$ cat src/hdl/synth_i2c_map.svh
`ifndef SYNTH_I2C_MAP_SVH
`define SYNTH_I2C_MAP_SVH

// Device address: fixed upper nibble, three strapped bits below it
`define ADDR_PREFIX 4'hd
`define RW_READ 1'b1

// Byte framing
`define BITS_PER_BYTE 4'h8
`define LAST_DATA_BIT 4'h7

// Configuration space: nine write-only byte registers
`define CFG_W 72
`define CFG_RESET 72'h0
`define SUB_LAST 8'h08
`define REG_COUNT 8'h09
`define LANE_TOP 8'h05

// Functional mode field inside the configuration word
`define MODE_MSB 45
`define MODE_LSB 41
`define MODE_DIV_SLAVE 5'h03
`define MODE_EXT_STD 5'h06
`define MODE_EXT_DIV 5'h07

// DAC code: upper eight bits and lower two bits
`define DAC_HI_MSB 71
`define DAC_HI_LSB 64
`define DAC_LO_MSB 63
`define DAC_LO_LSB 62

// Timing: system clock and fastest serial clock, in kHz
`define SYS_CLK_KHZ 20000
`define SCL_MAX_KHZ 1000

`endif

$ cat src/hdl/synth_i2c_pkg.sv
package synth_i2c_pkg;

    // Protocol phases of the slave port
    typedef enum logic [2:0] {
        S_IDLE,
        S_ADDR,
        S_SUB,
        S_DATA,
        S_ACK,
        S_TX,
        S_MACK,
        S_IGNORE
    } state_e;

    // The two bus lines as sampled from the pins
    typedef struct packed {
        logic scl;
        logic sda;
    } line_s;

    // Complete state of the port
    typedef struct packed {
        logic scl_s1;
        logic scl_s2;
        logic scl_d;
        logic sda_s1;
        logic sda_s2;
        logic sda_d;
        logic sel_s1;
        logic sel_s2;
        logic [2:0] adr_s1;
        logic [2:0] adr_s2;
        state_e state;
        state_e ack_from;
        logic [3:0] cnt;
        logic [7:0] shreg;
        logic [7:0] tx;
        logic [7:0] sub;
        logic rw;
        logic oe;
        logic ext;
        logic [71:0] cfg;
    } port_state_s;

endpackage : synth_i2c_pkg

$ cat src/hdl/synth_i2c_slave_port.sv
// Behaviour
// - Port works only while the bus-select pin is strapped low.
// - Slave only: never drives SCL, never starts a transfer.
// - Serial clock up to 1 MHz must be handled correctly.
// - SDA changes while SCL is high are conditions, never data.
// - START is SDA falling with SCL high; precedes every command.
// - STOP is SDA rising with SCL high; ends the transaction.
// - Bytes are eight bits, MSB first, then an acknowledge slot.
// - Transmitter releases SDA after eight bits; receiver pulls low on ninth.
// - First seven bits compared against 1101 plus three strapped bits.
// - Eighth address bit: one means read, zero means write.
// - On address match, drive SDA low during the ninth clock.
// - Write: byte after address is the sub-address, also acknowledged.
// - Each data byte for sub-addresses 0x00 to 0x08 lands in one byte lane of the configuration word.
// - Further bytes go to the next sub-address until STOP, all acknowledged.
// - Read: acknowledge then send the status byte, no sub-address.
// - Oscillator buffer enabled only in external or diversity-slave modes.
// - Ten DAC control bits are held and presented.
// - Nine write-only registers and exactly one read-only register.
`timescale 1ns/10ps
`include "synth_i2c_map.svh"
`default_nettype none

module synth_i2c_slave_port (
    // Clock, reset, enable
    input wire logic SYS_CLK,
    input wire logic RST,
    input wire logic CE,
    // Bus lines and straps
    input wire synth_i2c_pkg::line_s LINE_IN,
    input wire logic SERIAL_PORT_SELECT_PIN,
    input wire logic [2:0] ADDR_STRAP,
    // Open-drain data pin drive
    output logic SDA_OUT,
    output logic SDA_OE,
    // Device side
    input wire logic [7:0] STATUS_BYTE,
    output logic [`CFG_W-1:0] CONFIG_WORD,
    output logic EXT_OSC_BUF_EN,
    output logic [9:0] DAC_CODE
);
    import synth_i2c_pkg::*;

    // Lines and select pin rest high; everything else clears
    localparam port_state_s ST_RESET = '{
        scl_s1: 1'b1, scl_s2: 1'b1, scl_d: 1'b1,
        sda_s1: 1'b1, sda_s2: 1'b1, sda_d: 1'b1,
        sel_s1: 1'b1, sel_s2: 1'b1,
        adr_s1: 3'h0, adr_s2: 3'h0,
        state: S_IDLE, ack_from: S_IDLE,
        cnt: 4'h0, shreg: 8'h00, tx: 8'h00, sub: 8'h00,
        rw: 1'b0, oe: 1'b0, ext: 1'b0,
        cfg: `CFG_RESET
    };

    // Shortest serial half period, in system clocks
    localparam int SCL_HALF_CYC = `SYS_CLK_KHZ / (2 * `SCL_MAX_KHZ);

    port_state_s st;
    port_state_s next_st;

    logic scl_rise;
    logic scl_fall;
    logic start_det;
    logic stop_det;
    logic port_off;
    logic addr_match;
    logic byte_done;

    // Lane for a sub-address: 0x00 at 47:40, 0x04 at 15:8, wrapping upward
    function automatic logic [6:0] lane_lsb(input logic [7:0] sub);
        logic [7:0] idx;
        if (sub <= `LANE_TOP) begin
            idx = `LANE_TOP - sub;
        end else begin
            idx = `REG_COUNT + `LANE_TOP - sub;
        end
        return {idx[3:0], 3'b000};
    endfunction : lane_lsb

    // Modes that need the external oscillator input
    function automatic logic mode_ext(input logic [4:0] m);
        return (m == `MODE_DIV_SLAVE) || (m == `MODE_EXT_STD) || (m == `MODE_EXT_DIV);
    endfunction : mode_ext

    // Edges seen on the synchronised lines only
    assign scl_rise = st.scl_s2 && !st.scl_d;
    assign scl_fall = !st.scl_s2 && st.scl_d;
    assign start_det = st.scl_s2 && st.scl_d && st.sda_d && !st.sda_s2;
    assign stop_det = st.scl_s2 && st.scl_d && !st.sda_d && st.sda_s2;
    assign port_off = st.sel_s2;
    assign addr_match = st.shreg[7:1] == {`ADDR_PREFIX, st.adr_s2};
    assign byte_done = scl_fall && (st.cnt == `BITS_PER_BYTE);

    // Next-state logic for the whole port
    always_comb begin
        next_st = st;
        // Two stages before any logic looks at a pin; at 20 MHz the
        // three-clock lag stays well inside a 1 MHz half period
        next_st.scl_s1 = LINE_IN.scl;
        next_st.scl_s2 = st.scl_s1;
        next_st.scl_d = st.scl_s2;
        next_st.sda_s1 = LINE_IN.sda;
        next_st.sda_s2 = st.sda_s1;
        next_st.sda_d = st.sda_s2;
        next_st.sel_s1 = SERIAL_PORT_SELECT_PIN;
        next_st.sel_s2 = st.sel_s1;
        next_st.adr_s1 = ADDR_STRAP;
        next_st.adr_s2 = st.adr_s1;
        if (port_off) begin
            // Deselected: stay silent whatever the lines do
            next_st.state = S_IDLE;
            next_st.oe = 1'b0;
            next_st.cnt = 4'h0;
        end else if (start_det) begin
            // Any partial byte is dropped
            next_st.state = S_ADDR;
            next_st.oe = 1'b0;
            next_st.cnt = 4'h0;
        end else if (stop_det) begin
            next_st.state = S_IDLE;
            next_st.oe = 1'b0;
            next_st.cnt = 4'h0;
        end else begin
            case (st.state)
                S_ADDR, S_SUB, S_DATA: begin
                    if (scl_rise && st.cnt != `BITS_PER_BYTE) begin
                        // Sample on the rising edge, MSB first
                        next_st.shreg = {st.shreg[6:0], st.sda_s2};
                        next_st.cnt = st.cnt + 4'h1;
                    end else if (byte_done) begin
                        next_st.cnt = 4'h0;
                        next_st.ack_from = st.state;
                        next_st.state = S_ACK;
                        next_st.oe = 1'b1;
                        if (st.state == S_ADDR) begin
                            if (addr_match) begin
                                next_st.rw = st.shreg[0];
                            end else begin
                                next_st.state = S_IGNORE;
                                next_st.oe = 1'b0;
                            end
                        end else if (st.state == S_SUB) begin
                            next_st.sub = st.shreg;
                        end else begin
                            // Writes past the last register are acknowledged but dropped
                            if (st.sub <= `SUB_LAST) begin
                                next_st.cfg[lane_lsb(st.sub) +: 8] = st.shreg;
                            end
                            next_st.sub = st.sub + 8'h01;
                        end
                    end
                end
                S_ACK: begin
                    // Hold the acknowledge through the ninth clock
                    if (scl_fall) begin
                        next_st.oe = 1'b0;
                        if (st.ack_from == S_ADDR && st.rw == `RW_READ) begin
                            next_st.state = S_TX;
                            next_st.tx = STATUS_BYTE;
                            next_st.oe = !STATUS_BYTE[7];
                        end else if (st.ack_from == S_ADDR) begin
                            next_st.state = S_SUB;
                        end else begin
                            next_st.state = S_DATA;
                        end
                    end
                end
                S_TX: begin
                    // Shift on each falling edge so SDA moves only while SCL is low
                    if (scl_fall) begin
                        if (st.cnt == `LAST_DATA_BIT) begin
                            next_st.state = S_MACK;
                            next_st.oe = 1'b0;
                            next_st.cnt = 4'h0;
                        end else begin
                            next_st.tx = {st.tx[6:0], 1'b0};
                            next_st.oe = !st.tx[6];
                            next_st.cnt = st.cnt + 4'h1;
                        end
                    end
                end
                S_MACK: begin
                    // Usually not acknowledged; an acknowledge repeats the byte
                    if (scl_rise) begin
                        if (st.sda_s2) begin
                            next_st.state = S_IGNORE;
                        end else begin
                            next_st.cnt = `BITS_PER_BYTE;
                        end
                    end else if (byte_done) begin
                        next_st.state = S_TX;
                        next_st.tx = STATUS_BYTE;
                        next_st.oe = !STATUS_BYTE[7];
                        next_st.cnt = 4'h0;
                    end
                end
                S_IDLE, S_IGNORE: begin
                    next_st.oe = 1'b0;
                end
                default: begin
                    next_st.state = S_IDLE;
                    next_st.oe = 1'b0;
                end
            endcase
        end
        // Buffer enable follows the mode field as soon as it is written
        next_st.ext = mode_ext(next_st.cfg[`MODE_MSB:`MODE_LSB]);
    end

    // State register; CE low freezes everything
    always_ff @(posedge SYS_CLK) begin
        if (RST) begin
            st <= ST_RESET;
        end else if (CE) begin
            st <= next_st;
        end
    end

    // Open drain: only ever pulls low, never touches SCL
    assign SDA_OUT = 1'b0;
    assign SDA_OE = st.oe;
    assign CONFIG_WORD = st.cfg;
    assign EXT_OSC_BUF_EN = st.ext;
    assign DAC_CODE = {st.cfg[`DAC_HI_MSB:`DAC_HI_LSB], st.cfg[`DAC_LO_MSB:`DAC_LO_LSB]};
endmodule : synth_i2c_slave_port

`default_nettype wire

$ cat config.mk
export PLATFORM = sky130hd
export DESIGN_NAME = synth_i2c_slave_port
export DESIGN_NICKNAME = d
export VERILOG_FILES = /design/src/hdl/synth_i2c_pkg.sv /design/src/hdl/synth_i2c_slave_port.sv
export VERILOG_INCLUDE_DIRS = /design/src /design/src/hdl
export SDC_FILE = /design/constraint.sdc
export NUM_CORES = 1
export LEC_CHECK = 0
export ABC_AREA = 0
export BUFFER_PORTS_ARGS = -buffer_cell sky130_fd_sc_hd__buf_2
export CORE_MARGIN = 2
export CORE_UTILIZATION = 40
export CTS_BUF_LIST = sky130_fd_sc_hd__clkbuf_16
export DETAILED_ROUTE_END_ITERATION = 8
export HOLD_SLACK_MARGIN = 0.1
export SLEW_MARGIN = 10
export SYNTH_ARGS = -nofsm -noshare
export SYNTH_HDL_FRONTEND = slang
export SYNTH_SLANG_ARGS = --single-unit
$ cat constraint.sdc
create_clock -name SYS_CLK -period 4.9 [get_ports SYS_CLK]
set_input_delay 0.735 -clock SYS_CLK [delete_from_list [all_inputs] [get_ports SYS_CLK]]
set_output_delay 0.735 -clock SYS_CLK [all_outputs]
set_load 0.03 [all_outputs]
## After elaboration in Yosys (flattened, before gate mapping)

Cells that the tools add are included.

- Add/subtract/negate cells: 5
- Multiply operators: 0
- Divide/modulo/power cells: 0
- Order comparisons: 2
- Equality and inequality tests: 32
- Shift operators: 2
- Mux-type cells: 68
- Bitwise gates (word level): 6
- Reduce and logical (&&, ||, !) cells: 33

Operators with widths:

| cell | count |
|---|---|
| 46-bit 2-to-1 mux | 9 |
| 4-bit 2-to-1 mux | 19 |
| 72-bit bitwise mux | 1 |
| 8-bit by 9-bit variable shift with 72-bit output, first input constant | 1 |
| 8-bit by 9-bit variable part select with 72-bit output | 1 |
| 7-bit 2-to-1 mux | 6 |
| 5-bit inequality test, second input constant | 7 |
| 3-bit 2-to-1 mux | 10 |
| 6-bit inequality test, second input constant | 4 |
| 7-bit one-hot mux with 3 select lines | 1 |
| 9-bit AND reduction | 2 |
| 1-bit 2-to-1 mux | 14 |
| 7-bit AND reduction | 2 |
| 3-bit == test, second input constant | 4 |
| 2-bit inequality test, second input constant | 6 |
| 3-bit one-hot mux with 4 select lines | 1 |
| 4-bit one-hot mux with 3 select lines | 1 |
| 6-bit AND reduction | 2 |
| 11-bit AND reduction | 1 |
| 5-bit by 3-bit == test with 1-bit output, second input constant | 2 |
| 1-bit logical AND | 10 |
| 10-bit 2-to-1 mux | 1 |
| 10-bit AND reduction | 1 |
| 7-bit negator with 9-bit output | 1 |
| other kinds (27) | 41 |

- Register bits after elaboration: 122
- Latch bits: 0
- Memory bits (writable): 0
- Bits in read-only memories: 0
- Input port bits: 17
- Word-level logic and storage cells: 169
- Memories: 0

## Logic depth before layout (Yosys ltp)

- Depth in word-level cells: 26
- Mapped depth: 14
- Depth with buffers taken out: 13

## Worst setup path before layout

No wires, ideal clock.

- Path kind: reg-to-reg
- Start point: reg st[75] (netlist bit)
- End point: reg st, in the netlist CONFIG_WORD[65]
- Library setup time: 128 ps
- Arrival: 3347 ps
- Required time: 4772 ps
- Setup slack: 1426 ps
- Cell stages (with the launch flop): 13
- Buffers on the path: 2
- Cells stage by stage: dfxtp_1 > inv_1 > ha_1 > nor3b_1 > nor3_2 > xnor2_1 > clkbuf_1 > ha_1 > clkbuf_1 > nand3b_1 > a2111oi_4 > mux2i_1 > nor2_1

- Longest elaborated chain between the ends: 14
- Elaborated cells on any way between the ends: 19
- Classes of those cells: add/sub (3); order compare (2); shift (2); mux (11); reduce/logical (1)

RTL lines:

| item | RTL line | RTL |
|---|---|---|
| start, declared | synth_i2c_slave_port.sv:59 | `port_state_s st;` |
| start signal, assigned | synth_i2c_slave_port.sv:216 | `st <= next_st;` |
| 8-bit by 3-bit less-or-equal comparator with 1-bit output (no line) (tied with other cells) | - |  |
| 4-bit 2-to-1 mux | synth_i2c_slave_port.sv:73 | `` if (sub <= `LANE_TOP) begin `` |
| 4-bit 2-to-1 mux | synth_i2c_slave_port.sv:147 | `` if (st.sub <= `SUB_LAST) begin `` |
| 4-bit 2-to-1 mux | synth_i2c_slave_port.sv:143 | `end else if (st.state == S_SUB) begin` |
| 4-bit 2-to-1 mux | synth_i2c_slave_port.sv:136 | `if (st.state == S_ADDR) begin` |
| 4-bit 2-to-1 mux | synth_i2c_slave_port.sv:131 | `end else if (byte_done) begin` |
| 4-bit 2-to-1 mux | synth_i2c_slave_port.sv:127 | `` if (scl_rise && st.cnt != `BITS_PER_BYTE) begin `` |
| 4-bit 2-to-1 mux | synth_i2c_slave_port.sv:125 | `case (st.state)` |
| 4-bit 2-to-1 mux | synth_i2c_slave_port.sv:120 | `end else if (stop_det) begin` |
| 4-bit 2-to-1 mux | synth_i2c_slave_port.sv:115 | `end else if (start_det) begin` |
| 4-bit 2-to-1 mux | synth_i2c_slave_port.sv:110 | `if (port_off) begin` |
| 7-bit negator with 9-bit output | synth_i2c_slave_port.sv:148 | `next_st.cfg[lane_lsb(st.sub) +: 8] = st.shreg;` |
| 8-bit by 9-bit variable part select with 72-bit output or 8-bit by 9-bit variable shift with 72-bit output (tied branches) | synth_i2c_slave_port.sv:148 |  |
| 72-bit bitwise mux | synth_i2c_slave_port.sv:148 |  |

Parallel ways exist; a longest one is shown, timed or not. The select of a mux whose other input is x is not followed.
A chain may end at the register's enable or synchronous reset.

## Worst setup path after layout

- Start point: reg st[75] (netlist bit)
- End point: reg st, in the netlist CONFIG_WORD[55]

Same word-level chain as after synthesis.

==> impl_metrics.toml <==
[status]
status = "finished clean"

[yosys]
synth_edf_count = 0
synth-seq-cells = 122
synth_cells = 758
synth_flop_cell = "dfxtp_1"
synthArstFlopShare_pct = 0
synthesis.nets = 786
synth-warning-count = 0
syn-cell-area_um2 = 6520
syn_area_per_cell_um2 = 8.60
synth_cell_type_count = 67
ys_seq_area_share_pct = 37.5

[drt]
firstDrtPassIters = 5
wl_per_cell_um = 15.7
num_vias = 5011
drc = 0
first_iter_violations = 344
postRouteAntennaNets = 0
viasPerCell = 5.09
routed_wl_um = 15400

[global_routing]
grt_overflow = 0
grt_max_degree = 82
grt_usage_pct = 18.0
grt_pass1_vias = 4576
antenna_found_initial = 0
grt_first_pass_wirelength_um = 24900

[placement]
gp_congestion = 0.864
dp_hpwl_um = 10400
port_buffers = 100
placed_cell_area_um2 = 6560

[power_and_ir_drop]
p_per_area_nw_per_um2 = 323
p_leak_nw = 2.84
irDropWorstVdd_mv = 0.208

[min_path]
hold_depth = 2
hold_path_class = "flop to flop"

[timing]
finClkSkew_ns = 0.00832
period_needed_ns = 4.06
rsz0062_at_grt = "false"
final_hold_viol_count = 0
maxSlewHeadroom_pct = 39.9
setup_viol = 0
setup_tns_ns = 0
finalMaxSlewViolations = 0
worst_pin_slew_ns = 0.899
min_period_over_period_pct = 82.8
max_clock_freq_mhz = 247

[clock_tree]
htree_num_levels = 4
cts_setup_buffers = 0
numCtsBuffers = 17
cts_resized = 0
cts_root_buffer = "clkbuf_16"
clock_sinks = 122
cts_tree = "yes"
insertion_delay_ns = 0.42
cts_max_path_buffers = 2
clkTransAtPathRegs_ns = 0.06
ctsHoldBuffers = 0

[setup_path]
reg2reg_from = "st[75]"
worstPathRequired_ns = 5.17
reg2reg_depth = 11
slowest_stage = "a211oi_4"
r2r_slack_ns = 0.84
cp.arrival_ns = 4.33
critPathLaunch = "st[75]"
cpPeakStageDelay_ns = 0.74
cp_cell_sequence = "inv_1, ha_1, nor3b_1, nor3_2, xnor2_1, buf_4, ha_1, nand4bb_1, a211oi_4, mux2i_1, nor2_1"
end_kind = "flop"
path_common_cell = "ha_1"
rr_endpoint = "CONFIG_WORD[55]"
cp_max_fo = 15
crit_type = "flop to flop"
cp-endpoint = "CONFIG_WORD[55]"
startpoint_type = "flop"

[die]
dieWidth_um = 132
boundaryPins = 102
rows = 46
die_h_um = 132
die_area_um2 = 17300
start_util_pct = 41.0
core_um2 = 15900

[finish]
final_common_cell = "dfxtp_1"
area_delta_synth_final_pct = 9.54
layout_common_cells = "122 x dfxtp_1, 116 x nor2_1, 99 x buf_2, 83 x mux2i_1, 48 x nand2_1"
final_cell_area_um2 = 7140
nNetsFinal = 784
antenna_cells = 0
layout-drive-gt1-share_pct = 20.9

[run]
drv_cap = 0
## Yosys cell counts, types with 4 or more instances
cell type  count  area (um^2)
inv_1         16         60.1
a211oi_1       5         37.5
xnor2_1        8         70.1
ha_1          11          138
o31ai_1        4         30.0
nand2_1       48          180
nand3b_1       5         37.5
nor3_1         6         30.0
dfxtp_1      122         2440
and2_1         4         25.0
nand2b_1      15         93.8
nor3b_1        9         67.6
nand3_1       29          145
clkbuf_1      43          161
a21oi_1       36          180
mux2i_1       83          831
nand4_1        6         37.5
xor2_1         4         35.0
a311oi_1       7         61.3
nor2b_1        8         50.1
buf_4         84          631
a22oi_1        7         52.6
o21ai_0       16         80.1
nor2_1       116          435
## kinds of logic after synthesis
kind of cell / count (synthesis) / share of synthesized area [%]
compound gates: 106 / 11.5
xor+xnor: 12 / 1.61
fa+ha+maj: 12 / 2.26
buf+inv: 149 / 13.5
flops: 122 / 37.5
mux: 87 / 13.5
other cells: 1 / 0.0575
simple gates: 269 / 20.2
## critical path, delay by kind of cell, from the launching register on
| kind | cells | cell delay [ns] |
|---|---|---|
| AO/OA/AOI/OAI | 1 | 0.74 |
| buffers and inverters | 2 | 0.44 |
| flip-flops | 1 | 0.61 |
| AND/OR/NAND/NOR | 4 | 1.16 |
| adder cells (fa/ha/maj) | 2 | 0.54 |
| multiplexers | 1 | 0.27 |
| XOR/XNOR | 1 | 0.16 |
## through the flow
step | utilization, % | setup slack (ns) | std cells | hold WS, ns | power [mW]
final | 45.0 | 0.845 | 985 | 0.449 | 2.31
after global placement | 41.3 | 0.971 | 953 | 0.439 | 1.09
after CTS | 45.0 | 0.845 | 985 | 0.451 | 2.33
after global routing | 45.0 | 0.400 | 985 | 0.471 | 2.38
after floorplan | - | 1.43 | 758 | 0.432 | 1.07
after detailed placement | 41.3 | 0.885 | 953 | 0.443 | 1.09
## report_power, final
group / total (mW) / leakage [nW] / switching [mW] / internal (mW)
Combinational: 0.0635 / 1.58 / 0.0426 / 0.0208
Sequential: 1.00 / 0.985 / 0.00537 / 0.999
Clock: 1.24 / 0.271 / 0.454 / 0.786
Total: 2.31 / 2.84 / 0.502 / 1.81
## registers in the layout, summed over array words and instances, names as in the netlist
signal / cells
st: 39
SDA_OE: 1
next_st: 8
EXT_OSC_BUF_EN: 1
port_off: 1
CONFIG_WORD: 72
## metal layers
metal	up-vias	wire length, um	global-route usage, %
met3	20	922	4.67
met1	2335	7460	25.0
met4	0	267	7.13
met2	130	6760	26.4
met5	-	0	0
li1	2526	-	-
## area by class of cell
cell class	count	area (um^2)
Tap cell	216	270
Timing Repair Buffer	110	578
Clock buffer	17	425
Fill cell	1625	8740
Clock inverter	15	158
Inverter	18	67.6
Sequential cell	122	2440
Multi-Input combinational cell	487	3200
## worst min path at each step
stage	startpoint	endpoint	slack (ns)
2_1_floorplan	CONFIG_WORD[14]	CONFIG_WORD[14]	0.43
3_3_place_gp	CONFIG_WORD[13]	CONFIG_WORD[13]	0.44
3_5_place_dp	CONFIG_WORD[13]	CONFIG_WORD[13]	0.44
4_1_cts	CONFIG_WORD[13]	CONFIG_WORD[13]	0.45
5_1_grt	CONFIG_WORD[12]	CONFIG_WORD[12]	0.47
6_report	CONFIG_WORD[12]	CONFIG_WORD[12]	0.45
Note: power is estimated with default switching activity, not from simulation.
